`config.mk`:
```
export PLATFORM = sky130hd
export DESIGN_NAME = drs_glue
export DESIGN_NICKNAME = d
export VERILOG_FILES = /design/src/verilog/drs_pkg.sv /design/src/verilog/drs_glue.sv
export SDC_FILE = /design/constraint.sdc
export NUM_CORES = 1
export LEC_CHECK = 0
export CELL_PAD_IN_SITES_DETAIL_PLACEMENT = 0
export CELL_PAD_IN_SITES_GLOBAL_PLACEMENT = 1
export CORE_MARGIN = 2
export CORE_UTILIZATION = 45
export DETAILED_ROUTE_END_ITERATION = 16
export DONT_BUFFER_PORTS = 1
export PLACE_DENSITY = 0.84
export SLEW_MARGIN = 20
export SYNTH_ARGS = -nofsm -noshare
export SYNTH_HDL_FRONTEND = slang
export SYNTH_SLANG_ARGS = --single-unit
export TNS_END_PERCENT = 5
```
`constraint.sdc`:
```
create_clock -name i_clk_sys -period 2.3 [get_ports i_clk_sys]
set_input_delay 0.23 -clock i_clk_sys [delete_from_list [all_inputs] [get_ports i_clk_sys]]
set_output_delay 0.23 -clock i_clk_sys [all_outputs]
set_load 0.05 [all_outputs]
```
`src/verilog/drs_pkg.sv`:
```
// Package for the DMA request steering glue.
// Assumes a single 20 MHz host bus clock domain.
package drs_pkg;
    // ****************************************************
    // Request sources
    // ****************************************************
    localparam int DRS_NSRC       = 6;
    localparam int SRC_DSC_RX     = 0;
    localparam int SRC_DSC_TX     = 1;
    localparam int SRC_USA_RX     = 2;
    localparam int SRC_USA_TX     = 3;
    localparam int SRC_USB_RX     = 4;
    localparam int SRC_USB_TX     = 5;
    localparam logic [5:0] DRS_REQ_IDLE = 6'h3F;
    localparam logic [1:0] DRS_CON_IDLE = 2'h3;

    // ****************************************************
    // Types
    // ****************************************************
    typedef enum logic [1:0] {
        DRS_TXS_DIRECT  = 2'h0,
        DRS_TXS_CLIPPED = 2'h1,
        DRS_TXS_OFF     = 2'h2
    } drs_txsel_t;

    typedef struct packed {
        logic [5:0] en_ch_zero;
        logic [5:0] en_ch_one;
        drs_txsel_t dsc_tx_sel;
    } drs_steer_t;

    typedef struct packed {
        logic dma_request_ch_zero;
        logic dma_request_ch_one;
    } drs_req_t;
endpackage

```
`src/verilog/drs_glue.sv`:
```
// DMA request steering glue logic for the host board.
// Assumes all inputs synchronous to i_clk_sys; steering comes from straps.
`timescale 1ns/1ps
`default_nettype none
module drs_glue
    import drs_pkg::*;
(
    input  wire logic       i_clk_sys,
    input  wire logic       i_rst,
    input  wire logic [5:0] i_src_req_n,
    input  wire drs_steer_t i_steer,
    input  wire logic       i_int_ack_n,
    input  wire logic       i_bus_hold_req,
    input  wire logic       i_bus_hold_grant,
    input  wire logic       i_midrange_select_two_n,
    input  wire logic       i_mem_sel_n,
    input  wire logic       i_term_rxd,
    input  wire logic       i_con_txd,
    input  wire logic       i_int_chain_req_n,
    output logic            o_dma_request_ch_zero,
    output logic            o_dma_request_ch_one,
    output logic            o_ctrl_reset_n,
    output logic            o_ram_sel_n,
    output logic            o_nmi,
    output logic            o_host_int,
    output logic            o_hold_req
);
    // ****************************************************
    // Input sampling
    // ****************************************************
    logic [5:0] req_n_r;
    logic       dsc_tx_prev_r;
    logic       iack_n_r;
    logic [1:0] term_r;
    logic [1:0] con_r;
    logic       con_seen_r;

    always_ff @(posedge i_clk_sys or posedge i_rst) begin
        if (i_rst) begin
            req_n_r       <= DRS_REQ_IDLE;
            dsc_tx_prev_r <= 1'b1;
            iack_n_r      <= 1'b1;
        end else begin
            req_n_r       <= i_src_req_n;
            dsc_tx_prev_r <= req_n_r[SRC_DSC_TX];
            iack_n_r      <= i_int_ack_n;
        end
    end

    // ****************************************************
    // Decode helpers
    // ****************************************************
    // True when any active-low source enabled by the mask is low
    function automatic logic any_enabled(
        input logic [5:0] req_n,
        input logic [5:0] mask
    );
        any_enabled = |(~req_n & mask);
    endfunction

    // High to low step seen by a two-stage line sampler
    function automatic logic fell_edge(input logic [1:0] smp);
        fell_edge = (smp == 2'h2);
    endfunction

    // ****************************************************
    // Request combining
    // ****************************************************
    // Clipped request: held only on the first sampled low cycle, so an
    // older controller that releases late cannot cause an extra transfer.
    logic     clip_tx;
    logic     ch0_any;
    logic     ch1_any;
    logic     ch1_dsc;
    drs_req_t req_nxt;

    always_comb begin
        clip_tx = ~req_n_r[SRC_DSC_TX] & dsc_tx_prev_r;
        ch0_any = any_enabled(req_n_r, i_steer.en_ch_zero);
        case (i_steer.dsc_tx_sel)
            DRS_TXS_DIRECT:  ch1_dsc = ~req_n_r[SRC_DSC_TX];
            DRS_TXS_CLIPPED: ch1_dsc = clip_tx;
            DRS_TXS_OFF:     ch1_dsc = 1'b0;
            default:         ch1_dsc = 1'b0;
        endcase
        // Transmit source of the dual controller reaches channel one
        // only via the selector above.
        ch1_any = ch1_dsc
                | |(~req_n_r & i_steer.en_ch_one
                    & ~(6'h01 << SRC_DSC_TX));
        req_nxt.dma_request_ch_zero = ch0_any & iack_n_r;
        req_nxt.dma_request_ch_one  = ch1_any & iack_n_r;
    end

    always_ff @(posedge i_clk_sys or posedge i_rst) begin
        if (i_rst) begin
            o_dma_request_ch_zero <= 1'b0;
            o_dma_request_ch_one  <= 1'b0;
        end else begin
            o_dma_request_ch_zero <= req_nxt.dma_request_ch_zero;
            o_dma_request_ch_one  <= req_nxt.dma_request_ch_one;
        end
    end

    // ****************************************************
    // Bus hold, memory select, controller reset, interrupts
    // ****************************************************
    always_ff @(posedge i_clk_sys or posedge i_rst) begin
        if (i_rst) begin
            o_hold_req     <= 1'b0;
            o_ram_sel_n    <= 1'b1;
            o_ctrl_reset_n <= 1'b0;
            o_host_int     <= 1'b0;
        end else begin
            o_hold_req     <= i_bus_hold_req;
            o_ram_sel_n    <= i_mem_sel_n;
            o_ctrl_reset_n <= i_midrange_select_two_n;
            o_host_int     <= ~i_int_chain_req_n;
        end
    end

    // ****************************************************
    // Start bit detection for the non-maskable interrupt
    // ****************************************************
    always_ff @(posedge i_clk_sys or posedge i_rst) begin
        if (i_rst) begin
            term_r     <= DRS_CON_IDLE;
            con_r      <= DRS_CON_IDLE;
            con_seen_r <= 1'b0;
            o_nmi      <= 1'b0;
        end else begin
            term_r <= {term_r[0], i_term_rxd};
            con_r  <= {con_r[0], i_con_txd};
            if (fell_edge(con_r)) begin
                con_seen_r <= 1'b1;
            end
            o_nmi <= fell_edge(term_r)
                   | (fell_edge(con_r) & ~con_seen_r);
        end
    end

    // ****************************************************
    // Checks
    // ****************************************************
    // ****************************************************
    // Request checks
    // ****************************************************
    a_iack_blocks_req: assert property (@(posedge i_clk_sys)
        disable iff (i_rst)
        !iack_n_r |=> !o_dma_request_ch_zero && !o_dma_request_ch_one)
        else $error("request during iack");
    a_ch0_iack_gate: assert property (@(posedge i_clk_sys)
        disable iff (i_rst)
        o_dma_request_ch_zero |-> $past(iack_n_r))
        else $error("ch0 high after iack");
    a_ch1_iack_gate: assert property (@(posedge i_clk_sys)
        disable iff (i_rst)
        o_dma_request_ch_one |-> $past(iack_n_r))
        else $error("ch1 high after iack");
    a_ch0_source_low: assert property (@(posedge i_clk_sys)
        disable iff (i_rst)
        o_dma_request_ch_zero
        |-> $past(any_enabled(req_n_r, i_steer.en_ch_zero)))
        else $error("ch0 without source");
    a_req_sampled: assert property (@(posedge i_clk_sys)
        disable iff (i_rst)
        1'b1 |=> req_n_r == $past(i_src_req_n))
        else $error("requests not sampled");
    a_iack_sampled: assert property (@(posedge i_clk_sys)
        disable iff (i_rst)
        1'b1 |=> iack_n_r == $past(i_int_ack_n))
        else $error("iack not sampled");
    a_ch0_follows_src: assert property (@(posedge i_clk_sys)
        disable iff (i_rst)
        any_enabled(req_n_r, i_steer.en_ch_zero) && iack_n_r
        |=> o_dma_request_ch_zero) else $error("ch0 missed");
    a_ch0_release: assert property (@(posedge i_clk_sys)
        disable iff (i_rst)
        !any_enabled(req_n_r, i_steer.en_ch_zero)
        |=> !o_dma_request_ch_zero) else $error("ch0 stuck");
    a_ch1_follows_src: assert property (@(posedge i_clk_sys)
        disable iff (i_rst)
        ch1_any && iack_n_r |=> o_dma_request_ch_one)
        else $error("ch1 missed");
    a_ch1_release: assert property (@(posedge i_clk_sys)
        disable iff (i_rst)
        !ch1_any |=> !o_dma_request_ch_one)
        else $error("ch1 stuck");

    // ****************************************************
    // Steering checks
    // ****************************************************
    a_tx_prev_tracks: assert property (@(posedge i_clk_sys)
        disable iff (i_rst)
        1'b1 |=> dsc_tx_prev_r == $past(req_n_r[SRC_DSC_TX]))
        else $error("tx history lost");
    a_clip_no_repeat: assert property (@(posedge i_clk_sys)
        disable iff (i_rst)
        clip_tx |=> !clip_tx)
        else $error("clip repeated");
    a_clip_one_cycle: assert property (@(posedge i_clk_sys)
        disable iff (i_rst) i_steer.dsc_tx_sel == DRS_TXS_CLIPPED
        && $stable(i_steer) && i_steer.en_ch_one == 6'h00 && clip_tx
        |=> ##1 !o_dma_request_ch_one) else $error("clip long");
    a_clip_first_cycle: assert property (@(posedge i_clk_sys)
        disable iff (i_rst)
        i_steer.dsc_tx_sel == DRS_TXS_CLIPPED && clip_tx && iack_n_r
        |=> o_dma_request_ch_one) else $error("clip missed");
    a_direct_tx: assert property (@(posedge i_clk_sys)
        disable iff (i_rst) i_steer.dsc_tx_sel == DRS_TXS_DIRECT
        && !req_n_r[SRC_DSC_TX] && iack_n_r
        |=> o_dma_request_ch_one) else $error("direct tx missed");
    a_tx_off_quiet: assert property (@(posedge i_clk_sys)
        disable iff (i_rst) i_steer.dsc_tx_sel == DRS_TXS_OFF
        && i_steer.en_ch_one == 6'h00
        |=> !o_dma_request_ch_one) else $error("tx off leaked");

    // ****************************************************
    // Pass-through checks
    // ****************************************************
    a_hold_pass: assert property (@(posedge i_clk_sys)
        disable iff (i_rst)
        i_bus_hold_req |=> o_hold_req)
        else $error("hold lost");
    a_hold_drop: assert property (@(posedge i_clk_sys)
        disable iff (i_rst)
        !i_bus_hold_req |=> !o_hold_req)
        else $error("hold stuck");
    a_ram_sel: assert property (@(posedge i_clk_sys)
        disable iff (i_rst)
        !i_mem_sel_n |=> !o_ram_sel_n)
        else $error("ram select lost");
    a_ram_idle: assert property (@(posedge i_clk_sys)
        disable iff (i_rst)
        i_mem_sel_n |=> o_ram_sel_n)
        else $error("ram select stuck");
    a_reset_follows: assert property (@(posedge i_clk_sys)
        disable iff (i_rst)
        !i_midrange_select_two_n |=> !o_ctrl_reset_n)
        else $error("ctrl reset missed");
    a_reset_release: assert property (@(posedge i_clk_sys)
        disable iff (i_rst)
        i_midrange_select_two_n |=> o_ctrl_reset_n)
        else $error("ctrl reset stuck");
    a_chain_int: assert property (@(posedge i_clk_sys)
        disable iff (i_rst)
        !i_int_chain_req_n |=> o_host_int)
        else $error("chain int lost");
    a_chain_idle: assert property (@(posedge i_clk_sys)
        disable iff (i_rst)
        i_int_chain_req_n |=> !o_host_int)
        else $error("chain int stuck");

    // ****************************************************
    // Start bit checks
    // ****************************************************
    a_term_sampled: assert property (@(posedge i_clk_sys)
        disable iff (i_rst)
        1'b1 |=> term_r[0] == $past(i_term_rxd))
        else $error("terminal line not sampled");
    a_con_sampled: assert property (@(posedge i_clk_sys)
        disable iff (i_rst)
        1'b1 |=> con_r[0] == $past(i_con_txd))
        else $error("console line not sampled");
    a_term_nmi: assert property (@(posedge i_clk_sys)
        disable iff (i_rst)
        fell_edge(term_r) |=> o_nmi)
        else $error("nmi missed");
    a_nmi_cause: assert property (@(posedge i_clk_sys)
        disable iff (i_rst)
        o_nmi |-> $past(fell_edge(term_r) || fell_edge(con_r)))
        else $error("nmi without start bit");
    a_nmi_quiet: assert property (@(posedge i_clk_sys)
        disable iff (i_rst)
        !fell_edge(term_r) && !fell_edge(con_r) |=> !o_nmi)
        else $error("spurious nmi");
    a_con_first_nmi: assert property (@(posedge i_clk_sys)
        disable iff (i_rst)
        fell_edge(con_r) && !con_seen_r |=> o_nmi)
        else $error("console nmi missed");
    a_con_marks_seen: assert property (@(posedge i_clk_sys)
        disable iff (i_rst)
        fell_edge(con_r) |=> con_seen_r)
        else $error("console not marked");
    a_con_seen_sticky: assert property (@(posedge i_clk_sys)
        disable iff (i_rst)
        con_seen_r |=> con_seen_r)
        else $error("console mark lost");
    a_con_once: assert property (@(posedge i_clk_sys)
        disable iff (i_rst)
        con_seen_r && !fell_edge(term_r) |=> !o_nmi)
        else $error("second console nmi");
endmodule
`default_nettype wire

```
==> results.sh, run 1 <==
export IMPL_initial_core_util_pct=49.6
export IMPL_dp_hpwl_um=769
export IMPL_grt_max_degree=21
export IMPL_r2r_slack_ns=1.20
export IMPL_path_clk_slew_ns=0.10
export IMPL_setup_viol=0
export IMPL_yosysSeqAreaShare_pct=78.1
export IMPL_fin_crit_ns=1.21
export IMPL_arrival_ns=0.98
export IMPL_ys_ff_latch=20
export IMPL_rsz0062_at_grt="false"
export IMPL_whs_ns=0.188
export IMPL_htreeDepth=1
export IMPL_tritoncts="done"
export IMPL_pwr_density_cell_nw_per_um2=761
export IMPL_insertion_delay_ns=0.29
export IMPL_fin_cells=79
export IMPL_final_cell_mix="14 x inv_1, 14 x dlygate4sd3_1, 13 x dfstp_2, 7 x dfrtp_1, 5 x o22ai_1"
export IMPL_timing_final_ws_setup_ns=1.09
export IMPL_combPwrFrac_pct=6.6
export IMPL_vias=391
export IMPL_finalWirelength_mm=1.10
export IMPL_r2r_start="req_n_r[2]$_DFF_PP1_"
export IMPL_p_sw_share_pct=23.2
export IMPL_fin_tns_setup_ns=0
export IMPL_synth_area_top_cells="dfstp_2 52%, dfrtp_1 26%, inv_1 7.9%"
export IMPL_hp_start="i_steer[4]"
export IMPL_dp_cells=61
export IMPL_whs_path_depth=3
export IMPL_ff2ff_path_depth=3
export IMPL_fp_dieArea_um2=1790
export IMPL_drtAntennaViolNets=0
export IMPL_synth_top_cell_area_share_pct=51.6
export IMPL_power_switching_uw=152
export IMPL_max_cap_violations=0
export IMPL_via_per_inst=4.95
export IMPL_reg2reg_to="o_dma_request_ch_one$_DFF_PP0_"
export IMPL_crit_fanout=1
export IMPL_period_share_pct=52.8
export IMPL_nFillCells=101
export IMPL_syn_cell_area_um2=662
export IMPL_drive_gt1_share_pct=29.7
export IMPL_critical_path_class="reg2out"
export IMPL_drc=0
export IMPL_cts_sinks=20
export IMPL_wire_per_inst_um=13.9
export IMPL_max_freq_mhz=824
export IMPL_clock_path_buffers=2
export IMPL_slew_headroom_pct=52.7
export IMPL_hold_viol_final=0
export IMPL_antennaDiodeCount=0
export IMPL_grt_pass1_vias=438
export IMPL_status="completed"
export IMPL_worst_slew_pin_slew_ns=0.709
export IMPL_syn2layout_area_growth_pct=29.5
export IMPL_track_usage_pct=14.0
export IMPL_rows=13
export IMPL_ios=37
export IMPL_die_h_um=42.4
export IMPL_portBuffers=0
export IMPL_drtIter0Drc=3
export IMPL_peakVddDrop_v=0.000410
export IMPL_synth_distinct_cells=9
export IMPL_yosysWarningCount=0
export IMPL_critPathRequiredTime_ns=2.07
export IMPL_place_congestion=0.657
export IMPL_cp_end_kind="output pin"
export IMPL_layout_nets=95
export IMPL_drv_slew=0
export IMPL_core_um2=1330
export IMPL_power_total_uw=652
export IMPL_finalClockSkew_ns=0.00121
export IMPL_yosys_area_top_type="dfstp_2"
export IMPL_final_area_um2=857
export IMPL_internal_power_uw=500
export IMPL_die_w_um=42.4
export IMPL_grt_pass1_wl_mm=1.77
export IMPL_hold_end="o_dma_request_ch_one$_DFF_PP0_"
export IMPL_cts_buffers=3
export IMPL_synth_nets=76
export IMPL_p_leak_nw=0.391
export IMPL_avgSynthCellArea_um2=14.4
export IMPL_cts_root_buffer_cell="clkbuf_4"
export IMPL_hold_path_class="in2reg"
export IMPL_crit_path_start_kind="flop"
export IMPL_place_area_um2=681
export IMPL_dr_pass1_iters=2
export IMPL_pwr_share_clk_pct=29.9
export IMPL_place_ws_ns=1.20
export IMPL_p_seq_share_pct=63.5
export IMPL_antenna_found_initial=0
export IMPL_overflow=0
export IMPL_syn_inst=46
export IMPL_final_core_util_pct=64.3
## layout make-up
| type | count | area, um^2 | share of cell area [%] |
|---|---|---|---|
| flip-flops and latches | 20 | 517 | 60.3 |
| repair buffers | 14 | 140 | 16.4 |
| multi-input cells | 12 | 92.6 | 10.8 |
| inverters | 14 | 52.6 | 6.13 |
| clock buffers | 4 | 36.3 | 4.23 |
| well taps | 15 | 18.8 | 2.19 |
## state kept, by name, indices dropped and copies added, names as in the netlist
signal and count:
req_n_r 6, con_r 2, term_r 2, con_seen_r 1, dsc_tx_prev_r 1, iack_n_r 1, o_ctrl_reset_n 1, o_dma_request_ch_one 1
o_dma_request_ch_zero 1, o_hold_req 1, o_host_int 1, o_nmi 1, o_ram_sel_n 1
## worst reg2reg max path, cell delays in order, from the launching register on
cell and delay, ns:
dfstp_2 0.54, nand2b_2 0.11, o221ai_2 0.08, o31a_1 0.27
## what timing repair did
item,CTS,global route
hold buffers,14,0
endpoints found under the hold margin,20,0
setup buffers,0,0
gates resized for setup,0,0
## cells by family after synthesis
group           share of synthesized area (%)
flops                                    78.1
buf+inv                                  7.94
compound gates                           10.8
simple gates                             3.21
## power groups by stage
stage                     clock network, mW  logic, mW  registers [mW]
after floorplan                           0     0.0200           0.417
after global placement                    0     0.0233           0.420
after detailed placement                  0     0.0244           0.421
after CTS                             0.204     0.0434           0.415
after global routing                  0.218     0.0481           0.416
final                                 0.195     0.0428           0.414
## layer usage
metal / vias to the layer above / global-route usage, % / wire, um
li1: 181 / - / -
met1: 187 / 15.5 / 481
met2: 23 / 23.4 / 544
met3: 0 / 6.03 / 75
met4: 0 / 5.63 / 0
met5: - / 0 / 0
## how the worst max path moves through the flow
stage / startpoint / to / slack (ns) / depth (start not counted)
2_1_floorplan: req_n_r[2]$_DFF_PP1_ / o_dma_request_ch_one$_DFF_PP0_ / 1.24 / 3
3_3_place_gp: req_n_r[2]$_DFF_PP1_ / o_dma_request_ch_one$_DFF_PP0_ / 1.21 / 3
3_5_place_dp: req_n_r[2]$_DFF_PP1_ / o_dma_request_ch_one$_DFF_PP0_ / 1.20 / 3
4_1_cts: o_ram_sel_n$_DFF_PP1_ / o_ram_sel_n / 1.07 / 0
5_1_grt: o_ram_sel_n$_DFF_PP1_ / o_ram_sel_n / 1.04 / 0
6_report: o_ram_sel_n$_DFF_PP1_ / o_ram_sel_n / 1.09 / 0
## Yosys cell counts (all sizes together)
| library cell | n |
|---|---|
| o31a | 2 |
| o221ai | 1 |
| dfrtp | 7 |
| a211oi | 1 |
| inv | 14 |
| nand2b | 3 |
| o22ai | 5 |
| dfstp | 13 |
(Power assumes the default switching activity.)
==> run 2, diff against run 1 <==
CORE_UTILIZATION = 42   (was 45)
PLACE_DENSITY = 0.8   (was 0.84)
clock period = 1.25 ns   (was 2.3 ns; I/O delays follow)
==> run 2 against run 1 <==
Sequential share of layout area is 0.61 points lower. Register-to-register slack got worse by 1.1 ns. Worst hold slack got worse by 0.11 ns. Core utilization shrank 6.1 points. Sequential power rose by 84%. Critical path depth stayed put. Cell area grew 1.0%. Via count up 2.6%. Critical path type unchanged. Largest cell class unchanged.
==> results.sh, run 2 (synthesis gave the netlist of run 1 again) <==
export IMPL_max_cap_violations=0
export IMPL_power_switching_uw=285
export IMPL_critical_path_class="reg2out"
export IMPL_syn2layout_area_growth_pct=30.8
export IMPL_cts_root_buffer_cell="clkbuf_4"
export IMPL_drtIter0Drc=3
export IMPL_pwr_share_clk_pct=30.3
export IMPL_p_leak_nw=0.396
export IMPL_setup_viol=0
export IMPL_max_freq_mhz=892
export IMPL_tritoncts="done"
export IMPL_fin_tns_setup_ns=0
export IMPL_finalClockSkew_ns=0.00125
export IMPL_final_core_util_pct=58.2
export IMPL_cp_end_kind="output pin"
export IMPL_final_cell_mix="14 x inv_1, 14 x dlygate4sd3_1, 13 x dfstp_2, 7 x dfrtp_1, 5 x o22ai_1"
export IMPL_timing_final_ws_setup_ns=0.129
export IMPL_portBuffers=0
export IMPL_drc=0
export IMPL_cts_sinks=20
export IMPL_rsz0062_at_grt="false"
export IMPL_track_usage_pct=13.4
export IMPL_fin_crit_ns=1.12
export IMPL_combPwrFrac_pct=6.7
export IMPL_critPathRequiredTime_ns=1.12
export IMPL_place_congestion=0.678
export IMPL_hold_viol_final=0
export IMPL_crit_fanout=1
export IMPL_place_ws_ns=0.162
export IMPL_hold_path_class="in2reg"
export IMPL_insertion_delay_ns=0.30
export IMPL_pwr_density_cell_nw_per_um2=1400
export IMPL_nFillCells=116
export IMPL_final_area_um2=866
export IMPL_reg_top3="req_n_r: 6 flops, con_r: 2 flops, term_r: 2 flops"
export IMPL_cts_buffers=3
export IMPL_wire_per_inst_um=13.5
export IMPL_internal_power_uw=924
export IMPL_largest_register="req_n_r"
export IMPL_worst_slew_pin_slew_ns=0.460
export IMPL_die_h_um=43.7
export IMPL_core_um2=1490
export IMPL_postCtsResizedCells=0
export IMPL_p_seq_share_pct=63.0
export IMPL_period_share_pct=89.7
export IMPL_status="completed"
export IMPL_layout_nets=96
export IMPL_path_clk_slew_ns=0.11
export IMPL_antenna_found_initial=0
export IMPL_p_sw_share_pct=23.6
export IMPL_arrival_ns=1.00
export IMPL_grt_max_degree=21
export IMPL_overflow=0
export IMPL_die_w_um=43.7
export IMPL_clock_path_buffers=2
export IMPL_initial_core_util_pct=44.5
export IMPL_rows=14
export IMPL_cts_hold_buf=14
export IMPL_antennaDiodeCount=0
export IMPL_peakVddDrop_v=0.000733
export IMPL_crit_path_start_kind="flop"
export IMPL_dp_cells=63
export IMPL_slew_headroom_pct=69.3
export IMPL_drive_gt1_share_pct=30.8
export IMPL_fin_cells=81
export IMPL_ios=37
export IMPL_post_cts_buffers=0
export IMPL_dr_pass1_iters=4
export IMPL_htreeDepth=1
export IMPL_place_area_um2=689
export IMPL_whs_ns=0.0818
export IMPL_finalWirelength_mm=1.09
export IMPL_fp_dieArea_um2=1910
export IMPL_drv_slew=0
export IMPL_dp_hpwl_um=728
export IMPL_largest_reg_flops=6
export IMPL_drtAntennaViolNets=0
export IMPL_grt_pass1_vias=429
export IMPL_power_total_mw=1.21
export IMPL_vias=401
export IMPL_via_per_inst=4.95
export IMPL_grt_pass1_wl_mm=1.86
[run 2: worst reg2reg max path, cell delays in order, from the launching register on]
cell,delay (ns)
dfstp_2,0.54
nand2b_2,0.11
o221ai_2,0.08
o31a_1,0.28
[run 2: metal layers]
layer	GRT usage, %	vias to the layer above	wire length (um)	part of all wire (%)
met5	0	-	0	0
met4	5.45	0	16	1.5
met3	3.75	2	89	8.2
met2	21.2	21	544	50
met1	17.5	195	442	40
li1	-	183	-	-
[run 2: path summary, 6_finish.rpt]
path / slack [ns] / to / from / cells after the start
worst max-delay path: 0.13 / o_ram_sel_n / o_ram_sel_n$_DFF_PP1_ / 0
worst min-delay path: 0.08 / o_dma_request_ch_one$_DFF_PP0_ / i_steer[4] / 3
worst max register to register: 0.14 / o_dma_request_ch_one$_DFF_PP0_ / req_n_r[2]$_DFF_PP1_ / 3
worst min register to register: 0.37 / con_r[1]$_DFF_PP1_ / con_r[0]$_DFF_PP1_ / 0
max in group asynchronous: 0.72 / req_n_r[5]$_DFF_PP1_ / i_rst / 3
min in group asynchronous: 0.28 / o_hold_req$_DFF_PP0_ / i_rst / 3
[run 2: layout make-up]
type | count | area [um^2] | area share, %
multi-input cells | 12 | 92.6 | 10.7
inverters | 14 | 52.6 | 6.07
clock buffers | 4 | 36.3 | 4.19
well taps | 16 | 20.0 | 2.31
flip-flops and latches | 20 | 517 | 59.7
repair buffers | 15 | 148 | 17.1
[run 2: power groups by stage]
stage / registers (mW) / logic (mW) / clock network, mW
floorplan: 0.768 / 0.0368 / 0
global placement: 0.772 / 0.0456 / 0
detailed placement: 0.772 / 0.0468 / 0
CTS: 0.761 / 0.0814 / 0.374
global route: 0.766 / 0.0918 / 0.390
finish: 0.761 / 0.0809 / 0.366
